--- src/rtl/cfco_cfg.svh ---
// Constants for the cache flush, coherence and ordering block
`ifndef CFCO_CFG_SVH
`define CFCO_CFG_SVH
`define CFCO_ADDR_W 32
`define CFCO_DATA_W 32
`define CFCO_L2_BLK 64
`define CFCO_DC_LINE 16
`define CFCO_IC_LINE 32
`define CFCO_L2_OFS_W 6
`define CFCO_DC_OFS_W 4
`define CFCO_IC_OFS_W 5
`define CFCO_SETS 16
`define CFCO_SET_W 4
`define CFCO_WAYS 4
`define CFCO_WAY_W 2
`define CFCO_TAG_W 22
`define CFCO_FT_SPEC_E 4'h2
`define CFCO_FT_ATOM_NC 4'h4
`define CFCO_FT_NONE 4'h0
`define CFCO_REG_CTRL 4'h0
`define CFCO_REG_STAT 4'h4
`define CFCO_REG_FAULT 4'h8
`define CFCO_REG_FADDR 4'hC
`define CFCO_CTRL_DMAP 0
`define CFCO_CTRL_TSO 1
`endif

--- src/rtl/cfco_pkg.sv ---
// Types for the cache flush, coherence and ordering block
`include "cfco_cfg.svh"
package cfco_pkg;
   typedef enum logic [2:0] {
      CFCO_OP_LOAD, CFCO_OP_STORE, CFCO_OP_ATOMIC, CFCO_OP_IFLUSH,
      CFCO_OP_L2FLUSH, CFCO_OP_DIAG_INV
   } cfco_op_type;
   typedef struct packed {
      cfco_op_type op;
      logic [`CFCO_ADDR_W-1:0] addr;
      logic [`CFCO_DATA_W-1:0] wdata;
      logic [3:0] be;
      logic cacheable;
      logic side_effect;
      logic speculative;
   } cfco_req_type;
   typedef struct packed {
      logic valid;
      logic dirty;
      logic [`CFCO_TAG_W-1:0] tag;
   } cfco_tag_type;
endpackage : cfco_pkg

--- src/rtl/cfco_tag_mem.sv ---
// Tag store of the second-level cache, registered read data
`timescale 1ns/1ps
`include "cfco_cfg.svh"
module cfco_tag_mem
   import cfco_pkg::*;
(
   // Clocking
   input wire logic clk,
   input wire logic ce,
   // Read port
   input wire logic [`CFCO_SET_W-1:0] rd_set,
   output cfco_tag_type rd_data [`CFCO_WAYS],
   // Write port
   input wire logic wr_en,
   input wire logic [`CFCO_SET_W-1:0] wr_set,
   input wire logic [`CFCO_WAY_W-1:0] wr_way,
   input cfco_tag_type wr_data
);
   cfco_tag_type mem [`CFCO_SETS][`CFCO_WAYS];
   always_ff @(posedge clk) begin
      if (ce && wr_en) begin
         mem[wr_set][wr_way] <= wr_data;
      end
   end
   genvar w;
   generate
      for (w = 0; w < `CFCO_WAYS; w++) begin : g_rd
         always_ff @(posedge clk) begin
            if (ce) begin
               rd_data[w] <= mem[rd_set][w];
            end
         end
      end
   endgenerate
endmodule : cfco_tag_mem

--- src/rtl/cfco_core.sv ---
// Cache flush, coherence and memory-ordering controller
// ---------------------------------------------------------------
// ---------------------------------------------------------------
`timescale 1ns/1ps
`include "cfco_cfg.svh"
module cfco_core
   import cfco_pkg::*;
(
   // Clock and reset
   input wire logic clk,
   input wire logic arst_n,
   input wire logic ce,
   // Register bus (Avalon-MM)
   input wire logic [3:0] avs_address,
   input wire logic avs_read,
   input wire logic avs_write,
   input wire logic [31:0] avs_writedata,
   output logic [31:0] avs_readdata,
   output logic avs_waitrequest,
   // Requests from virtual cores
   input wire logic req_valid,
   input cfco_req_type req,
   output logic req_ready,
   output logic rsp_done,
   output logic rsp_fault,
   // Memory side
   output logic mem_valid,
   output logic mem_write,
   output logic [`CFCO_ADDR_W-1:0] mem_addr,
   output logic [3:0] mem_be,
   output logic [`CFCO_DATA_W-1:0] mem_wdata,
   input wire logic mem_ack,
   // First-level cache control
   output logic dc_inv,
   output logic ic_inv,
   output logic [`CFCO_ADDR_W-1:0] l1_inv_addr,
   output logic fetch_buf_clr
);
   typedef enum logic [2:0] {
      S_IDLE, S_LOOK, S_WB, S_FILL, S_NC, S_DONE
   } cfco_state_type;
   cfco_state_type state_q;
   cfco_req_type cur_q;
   logic dmap_q, tso_q, fault_v_q;
   logic [3:0] fault_kind_field_q;
   logic [`CFCO_ADDR_W-1:0] fault_addr_q;
   logic [`CFCO_WAY_W-1:0] way_q, rr_q;
   logic [`CFCO_ADDR_W-1:0] wb_addr_q;
   logic [`CFCO_ADDR_W-1:0] mem_addr_q;
   logic mem_valid_q, mem_write_q;
   logic [3:0] mem_be_q;
   logic [`CFCO_DATA_W-1:0] mem_wdata_q;
   logic done_q, fault_q, ready_q;
   logic dc_inv_q, ic_inv_q, fbc_q;
   logic [`CFCO_ADDR_W-1:0] l1_addr_q;
   logic [31:0] rdata_q;
   logic wait_q;
   logic store_pend_q;
   cfco_tag_type rd_tag [`CFCO_WAYS];
   logic tw_en;
   logic [`CFCO_WAY_W-1:0] tw_way;
   cfco_tag_type tw_data;
   logic [`CFCO_SET_W-1:0] set_w;
   logic [`CFCO_TAG_W-1:0] tag_w;
   logic hit;
   logic [`CFCO_WAY_W-1:0] hit_way;
   // set and tag split on 64-byte blocks
   assign set_w = cur_q.addr[`CFCO_L2_OFS_W +: `CFCO_SET_W];
   assign tag_w = cur_q.addr[`CFCO_ADDR_W-1 -: `CFCO_TAG_W];
   always_comb begin
      hit = 1'b0;
      hit_way = '0;
      for (int i = 0; i < `CFCO_WAYS; i++) begin
         if (rd_tag[i].valid && rd_tag[i].tag == tag_w) begin
            hit = 1'b1;
            hit_way = i[`CFCO_WAY_W-1:0];
         end
      end
   end
   // ---------------------------------------------------------------
   // Tag store
   // ---------------------------------------------------------------
   cfco_tag_mem u_tags (
      .clk(clk),
      .ce(ce),
      .rd_set(req_valid && ready_q ?
              req.addr[`CFCO_L2_OFS_W +: `CFCO_SET_W] : set_w),
      .rd_data(rd_tag),
      .wr_en(tw_en),
      .wr_set(set_w),
      .wr_way(tw_way),
      .wr_data(tw_data)
   );
   // ---------------------------------------------------------------
   // Register bus: one wait cycle per access
   // ---------------------------------------------------------------
   always_ff @(posedge clk or negedge arst_n) begin
      if (!arst_n) begin
         wait_q <= 1'b1;
      end else if (ce) begin
         wait_q <= !(avs_read || avs_write) || !wait_q;
      end
   end
   always_ff @(posedge clk or negedge arst_n) begin
      if (!arst_n) begin
         dmap_q <= 1'b0;
         tso_q <= 1'b1;
      end else if (ce && avs_write && wait_q &&
                   avs_address == `CFCO_REG_CTRL) begin
         dmap_q <= avs_writedata[`CFCO_CTRL_DMAP];
         tso_q <= avs_writedata[`CFCO_CTRL_TSO];
      end
   end
   always_ff @(posedge clk or negedge arst_n) begin
      if (!arst_n) begin
         rdata_q <= '0;
      end else if (ce && avs_read && wait_q) begin
         case (avs_address)
            `CFCO_REG_CTRL: rdata_q <= {30'h0, tso_q, dmap_q};
            `CFCO_REG_STAT: rdata_q <= {27'h0, store_pend_q, fault_v_q,
                                        state_q};
            `CFCO_REG_FAULT: rdata_q <= {28'h0, fault_kind_field_q};
            `CFCO_REG_FADDR: rdata_q <= fault_addr_q;
            default: rdata_q <= '0;
         endcase
      end
   end
   assign avs_readdata = rdata_q;
   assign avs_waitrequest = wait_q;
   // ---------------------------------------------------------------
   // Fault recording; a new fault wins over a software clear
   // ---------------------------------------------------------------
   logic fault_now;
   logic [3:0] fault_kind_d;
   always_comb begin
      fault_now = 1'b0;
      fault_kind_d = `CFCO_FT_NONE;
      if (req.op == CFCO_OP_LOAD && req.speculative &&
          req.side_effect) begin
         fault_now = 1'b1;
         fault_kind_d = `CFCO_FT_SPEC_E;
      end else if (req.op == CFCO_OP_ATOMIC && !req.cacheable) begin
         fault_now = 1'b1;
         fault_kind_d = `CFCO_FT_ATOM_NC;
      end
   end
   logic take;
   assign take = req_valid && ready_q;
   always_ff @(posedge clk or negedge arst_n) begin
      if (!arst_n) begin
         fault_v_q <= 1'b0;
         fault_kind_field_q <= `CFCO_FT_NONE;
         fault_addr_q <= '0;
      end else if (ce) begin
         if (take && fault_now) begin
            fault_v_q <= 1'b1;
            fault_kind_field_q <= fault_kind_d;
            fault_addr_q <= req.addr;
         end else if (avs_write && wait_q &&
                      avs_address == `CFCO_REG_FAULT) begin
            fault_v_q <= 1'b0;
         end
      end
   end
   // ---------------------------------------------------------------
   // Request sequencer; one access at a time keeps program order
   // ---------------------------------------------------------------
   // only one access is outstanding, so order is total
   always_ff @(posedge clk or negedge arst_n) begin
      if (!arst_n) begin
         state_q <= S_IDLE;
         cur_q <= '0;
         ready_q <= 1'b1;
         done_q <= 1'b0;
         fault_q <= 1'b0;
         mem_valid_q <= 1'b0;
         mem_write_q <= 1'b0;
         mem_addr_q <= '0;
         mem_be_q <= '0;
         mem_wdata_q <= '0;
         way_q <= '0;
         wb_addr_q <= '0;
         store_pend_q <= 1'b0;
      end else if (ce) begin
         done_q <= 1'b0;
         fault_q <= 1'b0;
         case (state_q)
            S_IDLE: begin
               if (take) begin
                  cur_q <= req;
                  ready_q <= 1'b0;
                  if (fault_now) begin
                     fault_q <= 1'b1;
                     state_q <= S_DONE;
                  end else if (!req.cacheable) begin
                     mem_valid_q <= 1'b1;
                     mem_write_q <= req.op == CFCO_OP_STORE;
                     mem_addr_q <= req.addr;
                     mem_be_q <= req.be;
                     mem_wdata_q <= req.wdata;
                     state_q <= S_NC;
                  end else begin
                     state_q <= S_LOOK;
                  end
               end
            end
            S_LOOK: begin
               if (cur_q.op == CFCO_OP_IFLUSH) begin
                  state_q <= S_DONE;
               end else if (cur_q.op == CFCO_OP_DIAG_INV) begin
                  state_q <= S_DONE;
               end else if (hit && cur_q.op != CFCO_OP_L2FLUSH) begin
                  way_q <= hit_way;
                  if (cur_q.op != CFCO_OP_LOAD) begin
                     store_pend_q <= 1'b1;
                     mem_valid_q <= 1'b1;
                     mem_write_q <= 1'b1;
                     mem_addr_q <= cur_q.addr;
                     mem_be_q <= cur_q.be;
                     mem_wdata_q <= cur_q.wdata;
                     state_q <= S_FILL;
                  end else begin
                     state_q <= S_DONE;
                  end
               end else begin
                  // direct map picks way from address bits above set
                  way_q <= cur_q.op == CFCO_OP_L2FLUSH ? hit_way :
                     dmap_q ? tag_w[`CFCO_WAY_W-1:0] : rr_q;
                  if ((cur_q.op == CFCO_OP_L2FLUSH && hit &&
                       rd_tag[hit_way].dirty) ||
                      (cur_q.op != CFCO_OP_L2FLUSH &&
                       rd_tag[dmap_q ? tag_w[`CFCO_WAY_W-1:0] : rr_q].valid &&
                       rd_tag[dmap_q ? tag_w[`CFCO_WAY_W-1:0] : rr_q].dirty))
                  begin
                     wb_addr_q <= {cur_q.op == CFCO_OP_L2FLUSH ?
                        rd_tag[hit_way].tag :
                        rd_tag[dmap_q ? tag_w[`CFCO_WAY_W-1:0] : rr_q].tag,
                        set_w, `CFCO_L2_OFS_W'(0)};
                     mem_valid_q <= 1'b1;
                     mem_write_q <= 1'b1;
                     mem_be_q <= 4'hF;
                     mem_addr_q <= {cur_q.op == CFCO_OP_L2FLUSH ?
                        rd_tag[hit_way].tag :
                        rd_tag[dmap_q ? tag_w[`CFCO_WAY_W-1:0] : rr_q].tag,
                        set_w, `CFCO_L2_OFS_W'(0)};
                     state_q <= S_WB;
                  end else if (cur_q.op == CFCO_OP_L2FLUSH) begin
                     state_q <= S_DONE;
                  end else begin
                     mem_valid_q <= 1'b1;
                     mem_write_q <= cur_q.op != CFCO_OP_LOAD;
                     mem_addr_q <= cur_q.addr;
                     mem_be_q <= cur_q.be;
                     mem_wdata_q <= cur_q.wdata;
                     store_pend_q <= cur_q.op != CFCO_OP_LOAD;
                     state_q <= S_FILL;
                  end
               end
            end
            S_WB: begin
               if (mem_ack) begin
                  if (cur_q.op == CFCO_OP_L2FLUSH) begin
                     mem_valid_q <= 1'b0;
                     state_q <= S_DONE;
                  end else begin
                     mem_write_q <= cur_q.op != CFCO_OP_LOAD;
                     mem_addr_q <= cur_q.addr;
                     mem_be_q <= cur_q.be;
                     mem_wdata_q <= cur_q.wdata;
                     store_pend_q <= cur_q.op != CFCO_OP_LOAD;
                     state_q <= S_FILL;
                  end
               end
            end
            S_FILL, S_NC: begin
               if (mem_ack) begin
                  mem_valid_q <= 1'b0;
                  store_pend_q <= 1'b0;
                  state_q <= S_DONE;
               end
            end
            S_DONE: begin
               done_q <= 1'b1;
               ready_q <= 1'b1;
               state_q <= S_IDLE;
            end
            default: state_q <= S_IDLE;
         endcase
      end
   end
   // ---------------------------------------------------------------
   // Tag updates
   // ---------------------------------------------------------------
   always_comb begin
      tw_en = 1'b0;
      tw_way = way_q;
      tw_data = '0;
      if (state_q == S_LOOK && cur_q.op == CFCO_OP_DIAG_INV && hit) begin
         tw_en = 1'b1;
         tw_way = hit_way;
      end else if (state_q == S_DONE && cur_q.op == CFCO_OP_L2FLUSH) begin
         tw_en = 1'b1;
      end else if (state_q == S_FILL && mem_ack) begin
         tw_en = 1'b1;
         tw_data.valid = 1'b1;
         tw_data.dirty = cur_q.op != CFCO_OP_LOAD;
         tw_data.tag = tag_w;
      end
   end
   always_ff @(posedge clk or negedge arst_n) begin
      if (!arst_n) begin
         rr_q <= '0;
      end else if (ce && tw_en && tw_data.valid && !dmap_q) begin
         rr_q <= rr_q + 1'b1;
      end
   end
   // ---------------------------------------------------------------
   // First-level invalidation and fetch buffer clear
   // ---------------------------------------------------------------
   always_ff @(posedge clk or negedge arst_n) begin
      if (!arst_n) begin
         dc_inv_q <= 1'b0;
         ic_inv_q <= 1'b0;
         fbc_q <= 1'b0;
         l1_addr_q <= '0;
      end else if (ce) begin
         dc_inv_q <= tw_en && state_q != S_FILL;
         ic_inv_q <= (tw_en && state_q != S_FILL) ||
            (state_q == S_DONE && cur_q.op == CFCO_OP_IFLUSH);
         fbc_q <= state_q == S_DONE && cur_q.op == CFCO_OP_IFLUSH;
         l1_addr_q <= {cur_q.addr[`CFCO_ADDR_W-1:`CFCO_L2_OFS_W],
                       `CFCO_L2_OFS_W'(0)};
      end
   end
   assign req_ready = ready_q;
   assign rsp_done = done_q;
   assign rsp_fault = fault_q;
   assign mem_valid = mem_valid_q;
   assign mem_write = mem_write_q;
   assign mem_addr = mem_addr_q;
   assign mem_be = mem_be_q;
   assign mem_wdata = mem_wdata_q;
   assign dc_inv = dc_inv_q;
   assign ic_inv = ic_inv_q;
   assign l1_inv_addr = l1_addr_q;
   assign fetch_buf_clr = fbc_q;
endmodule : cfco_core

--- config.mk ---
export PLATFORM = sky130hd
export DESIGN_NAME = cfco_core
export DESIGN_NICKNAME = d
export VERILOG_FILES = /design/src/rtl/cfco_pkg.sv /design/src/rtl/cfco_tag_mem.sv /design/src/rtl/cfco_core.sv
export VERILOG_INCLUDE_DIRS = /design/src /design/src/rtl
export SDC_FILE = /design/constraint.sdc
export NUM_CORES = 2
export LEC_CHECK = 0
export BUFFER_PORTS_ARGS = -buffer_cell sky130_fd_sc_hd__buf_2
export CAP_MARGIN = 20
export CORE_AREA = 2 2 451 676
export DETAILED_ROUTE_END_ITERATION = 8
export DIE_AREA = 0 0 453 678
export SLEW_MARGIN = 20
export SYNTH_ARGS = -nofsm -noshare
export SYNTH_HDL_FRONTEND = slang
export SYNTH_HIERARCHICAL = 1
export SYNTH_SLANG_ARGS = --single-unit
--- constraint.sdc ---
create_clock -name clk -period 4.7 [get_ports clk]
set_input_delay 1.175 -clock clk [delete_from_list [all_inputs] [get_ports clk]]
set_output_delay 1.175 -clock clk [all_outputs]
set_load 0.1 [all_outputs]
==> impl_metrics.py <==
metrics = {
    "status": {
        "status": "finished, final reports clean",
    },
    "detailed_routing": {
        "dr.pass1.iters": 5,
        "drt_wl_total_mm": 212,
        "route.vias.total": 39277,
        "drt_iter0_drc": 3608,
        "drcViolationCount": 0,
        "ant_nets": 0,
        "wl_per_cell_um": 25.5,
        "vias_per_cell": 4.72,
    },
    "sta": {
        "maxSlewHeadroom": 0.299,
        "rsz0062_at_grt": "no",
        "tns_ns": 0,
        "finalSetupViolCount": 0,
        "worstMarginPinSlew_ns": 1.05,
        "clock.fmax_ghz": 0.238,
        "holdWs_ns": 0.365,
        "drv_slew": 0,
        "hold_violations": 0,
        "finalCriticalPeriod_ns": 4.19,
        "setup_ws_ns": 0.506,
        "min_period_over_period": 0.892,
        "fin_skew_ns": 0.0541,
    },
    "min_path": {
        "hold_class": "primary input to asynchronous set/reset pin",
    },
    "clock_tree": {
        "cts_max_path_buffers": 4,
        "cts_resized": 0,
        "cts_hold_buf": 0,
        "worstSkewPairLatency_ns": 0.83,
        "numCtsBuffers": 160,
        "postCtsSetupBuffers": 0,
        "cts_num_sinks": 1883,
        "cts_tree": "built",
        "cts-root-buf": "clkbuf_16",
        "clk_pin_slew_worst_paths_ns": 0.07,
        "htree_levels": 4,
    },
    "placement": {
        "place_ws_ns": 0.597,
        "port_buffers": 221,
        "place_hpwl_mm": 138,
        "routabilityCongestion": 0.900,
    },
    "floorplanning": {
        "rows": 247,
        "die_x_um": 453,
        "fp.dieArea_mm2": 0.307,
        "fp.dieH_um": 678,
        "pin_count": 258,
        "design.core.area_mm2": 0.301,
        "start_util": 0.249,
    },
    "power": {
        "seqPwrFrac": 0.409,
        "clkPwrFrac": 0.253,
        "p_leak_nw": 31.5,
        "ir_drop_mv": 0.391,
        "power_switching_share": 0.370,
        "pwr-share-comb": 0.337,
        "powerDensity_mw_per_mm2": 590,
        "p_switching_mw": 19.2,
        "p_int_mw": 32.8,
        "p_total_mw": 52.0,
    },
    "logic_synthesis": {
        "syn_inst": 3834,
        "ys_async_sr_fraction": 0.133,
        "synth-edff-count": 1632,
        "avgSynthCellArea_um2": 19.6,
        "yosysUniqueCellTypes": 77,
        "syn-cell-area_mm2": 0.0750,
        "yosys_warnings": 6,
        "synth_seq_cells": 1883,
        "synth_seq_area_share": 0.737,
        "ys.flop_type": "edfxtp_1",
    },
    "final_layout": {
        "mostFrequentLayoutCells": "edfxtp_1 (1632), mux4_2 (407), dfrtp_1 (248)",
        "area_growth_pct": 17.6,
        "nets": 4329,
        "final_util": 0.293,
        "drive_gt1_frac": 0.321,
        "final_common_cell": "edfxtp_1",
    },
    "grt": {
        "antenna_found_initial": 5,
        "grt_pass1_vias": 40574,
        "grt_use_total": 0.135,
        "grt_first_pass_wirelength_mm": 303,
        "grt_max_degree": 114,
        "globalRouteOverflowTotal": 0,
    },
    "critical_path": {
        "cp.required_ns": 5.18,
        "crit_path_max_fanout": 21,
        "rr_endpoint": "u_tags/mem[2][32]$_DFFE_PP_",
        "critPathArrivalTime_ns": 4.67,
        "rrSetupSlack_ns": 0.51,
        "rr_worst_depth": 10,
        "r2r_start": "cur_q[66]$_DFFE_PN0P_",
        "cp-start-kind": "flop",
        "worstSetupPathType": "flop to flop",
        "end_kind": "flop",
    },
    "job": {
        "drv_cap": 0,
    },
}
cells by family (layout without fill, tap and decap cells):
| group | after synthesis | after routing | synth area share |
|---|---|---|---|
| compound gates | 552 | 552 | 0.0565 |
| simple gates | 477 | 477 | 0.0299 |
| mux | 571 | 571 | 0.147 |
| other cells | 1 | 11 | 0.0000500 |
| xor+xnor | 90 | 90 | 0.0113 |
| flops | 1883 | 1883 | 0.737 |
| buf+inv | 260 | 752 | 0.0182 |
layer usage:
layer | share of wire | wire length [um] | track usage | up-vias
met4 | 0.060 | 12700 | 0.0729 | 0
li1 | - | - | - | 16480
met5 | 0 | 0 | 0 | -
met1 | 0.36 | 75600 | 0.149 | 20953
met3 | 0.048 | 10300 | 0.0144 | 407
met2 | 0.53 | 113000 | 0.250 | 1437
stage by stage:
stage | std cells | cell area, um^2
floorplan | 3839 | 75000
global placement | 8034 | 83100
detailed placement | 8034 | 83100
CTS | 8315 | 88100
global route | 8317 | 88100
finish | 8320 | 88200
cells in the mapped netlist, drive strengths merged (5+ instances only):
library cell,count,area [um^2]
dfrtp,248,6210
o221ai,23,201
xnor2,87,822
mux2,148,1670
o211ai,8,65.1
a21o,11,82.6
a31oi,7,43.8
mux4,407,9170
edfxtp,1632,49000
nand4,37,231
inv,10,37.5
a221o,5,50.1
nor2b,9,56.3
a22oi,216,1630
and3,14,87.6
nand3,27,135
mux2i,16,168
a2bb2oi,33,477
o211a,10,108
o22ai,78,488
nand2,192,721
nor3,10,50.1
nand2b,11,68.8
or2,5,31.3
a221oi,9,78.8
and2,27,169
o21a,8,67.6
a21oi,56,280
o21ai,30,150
nor2,117,439
a22o,37,324
buf,134,890
nor4,8,86.3
clkbuf,116,435
layout make-up:
cell class | instances | area, um^2
diodes | 5 | 12.5
clock buffers | 194 | 4190
clock inverters | 87 | 828
fillers | 29359 | 213000
inverters | 10 | 37.5
multi-input cells | 1696 | 18700
flip-flops and latches | 1883 | 55300
well taps | 3984 | 4980
repair buffers | 461 | 4150
worst max-delay path, stage by stage, from the launching register on:
cell and delay, ns:
dfrtp_1 0.62, xnor2_1 0.53, nand4_1 0.14, nor2_1 0.54
a22oi_2 0.11, buf_4 0.20, o21ai_0 0.63, nand4b_1 0.17
buf_4 0.26, nor2_2 0.34, buf_12 0.24
state kept, by name (all words and copies together), names as in the netlist, 2 cells and up:
register	count
mem_addr	32
cur_q	71
u_tags/rd_data	96
fault_kind_field_q	2
state_q	3
l1_inv_addr	26
u_tags/mem	1536
fault_addr_q	32
avs_readdata	32
mem_wdata	32
way_q	2
mem_be	4
rr_q	2
worst max path at each step:
stage                                      from                           end  slack (ns)
after floorplan           cur_q[56]$_DFFE_PN0P_  u_tags/mem[13][72]$_DFFE_PP_        0.44
after global placement    cur_q[53]$_DFFE_PN0P_   u_tags/mem[0][72]$_DFFE_PP_        0.61
after detailed placement  cur_q[64]$_DFFE_PN0P_   u_tags/mem[0][80]$_DFFE_PP_        0.60
after CTS                 cur_q[64]$_DFFE_PN0P_   u_tags/mem[0][72]$_DFFE_PP_        0.54
after global routing      cur_q[64]$_DFFE_PN0P_   u_tags/mem[0][87]$_DFFE_PP_        0.34
final                     cur_q[66]$_DFFE_PN0P_   u_tags/mem[2][32]$_DFFE_PP_        0.51
power by group through the flow:
stage,Combinational (mW),Clock (mW),Sequential [mW]
6_report,17.6,13.2,21.3
2_1_floorplan,9.60,0,23.5
3_5_place_dp,17.7,0,21.6
3_3_place_gp,17.6,0,21.5
4_1_cts,17.7,13.5,21.2
5_1_grt,18.5,14.0,21.3
Note: power is estimated with default switching activity, not from simulation.
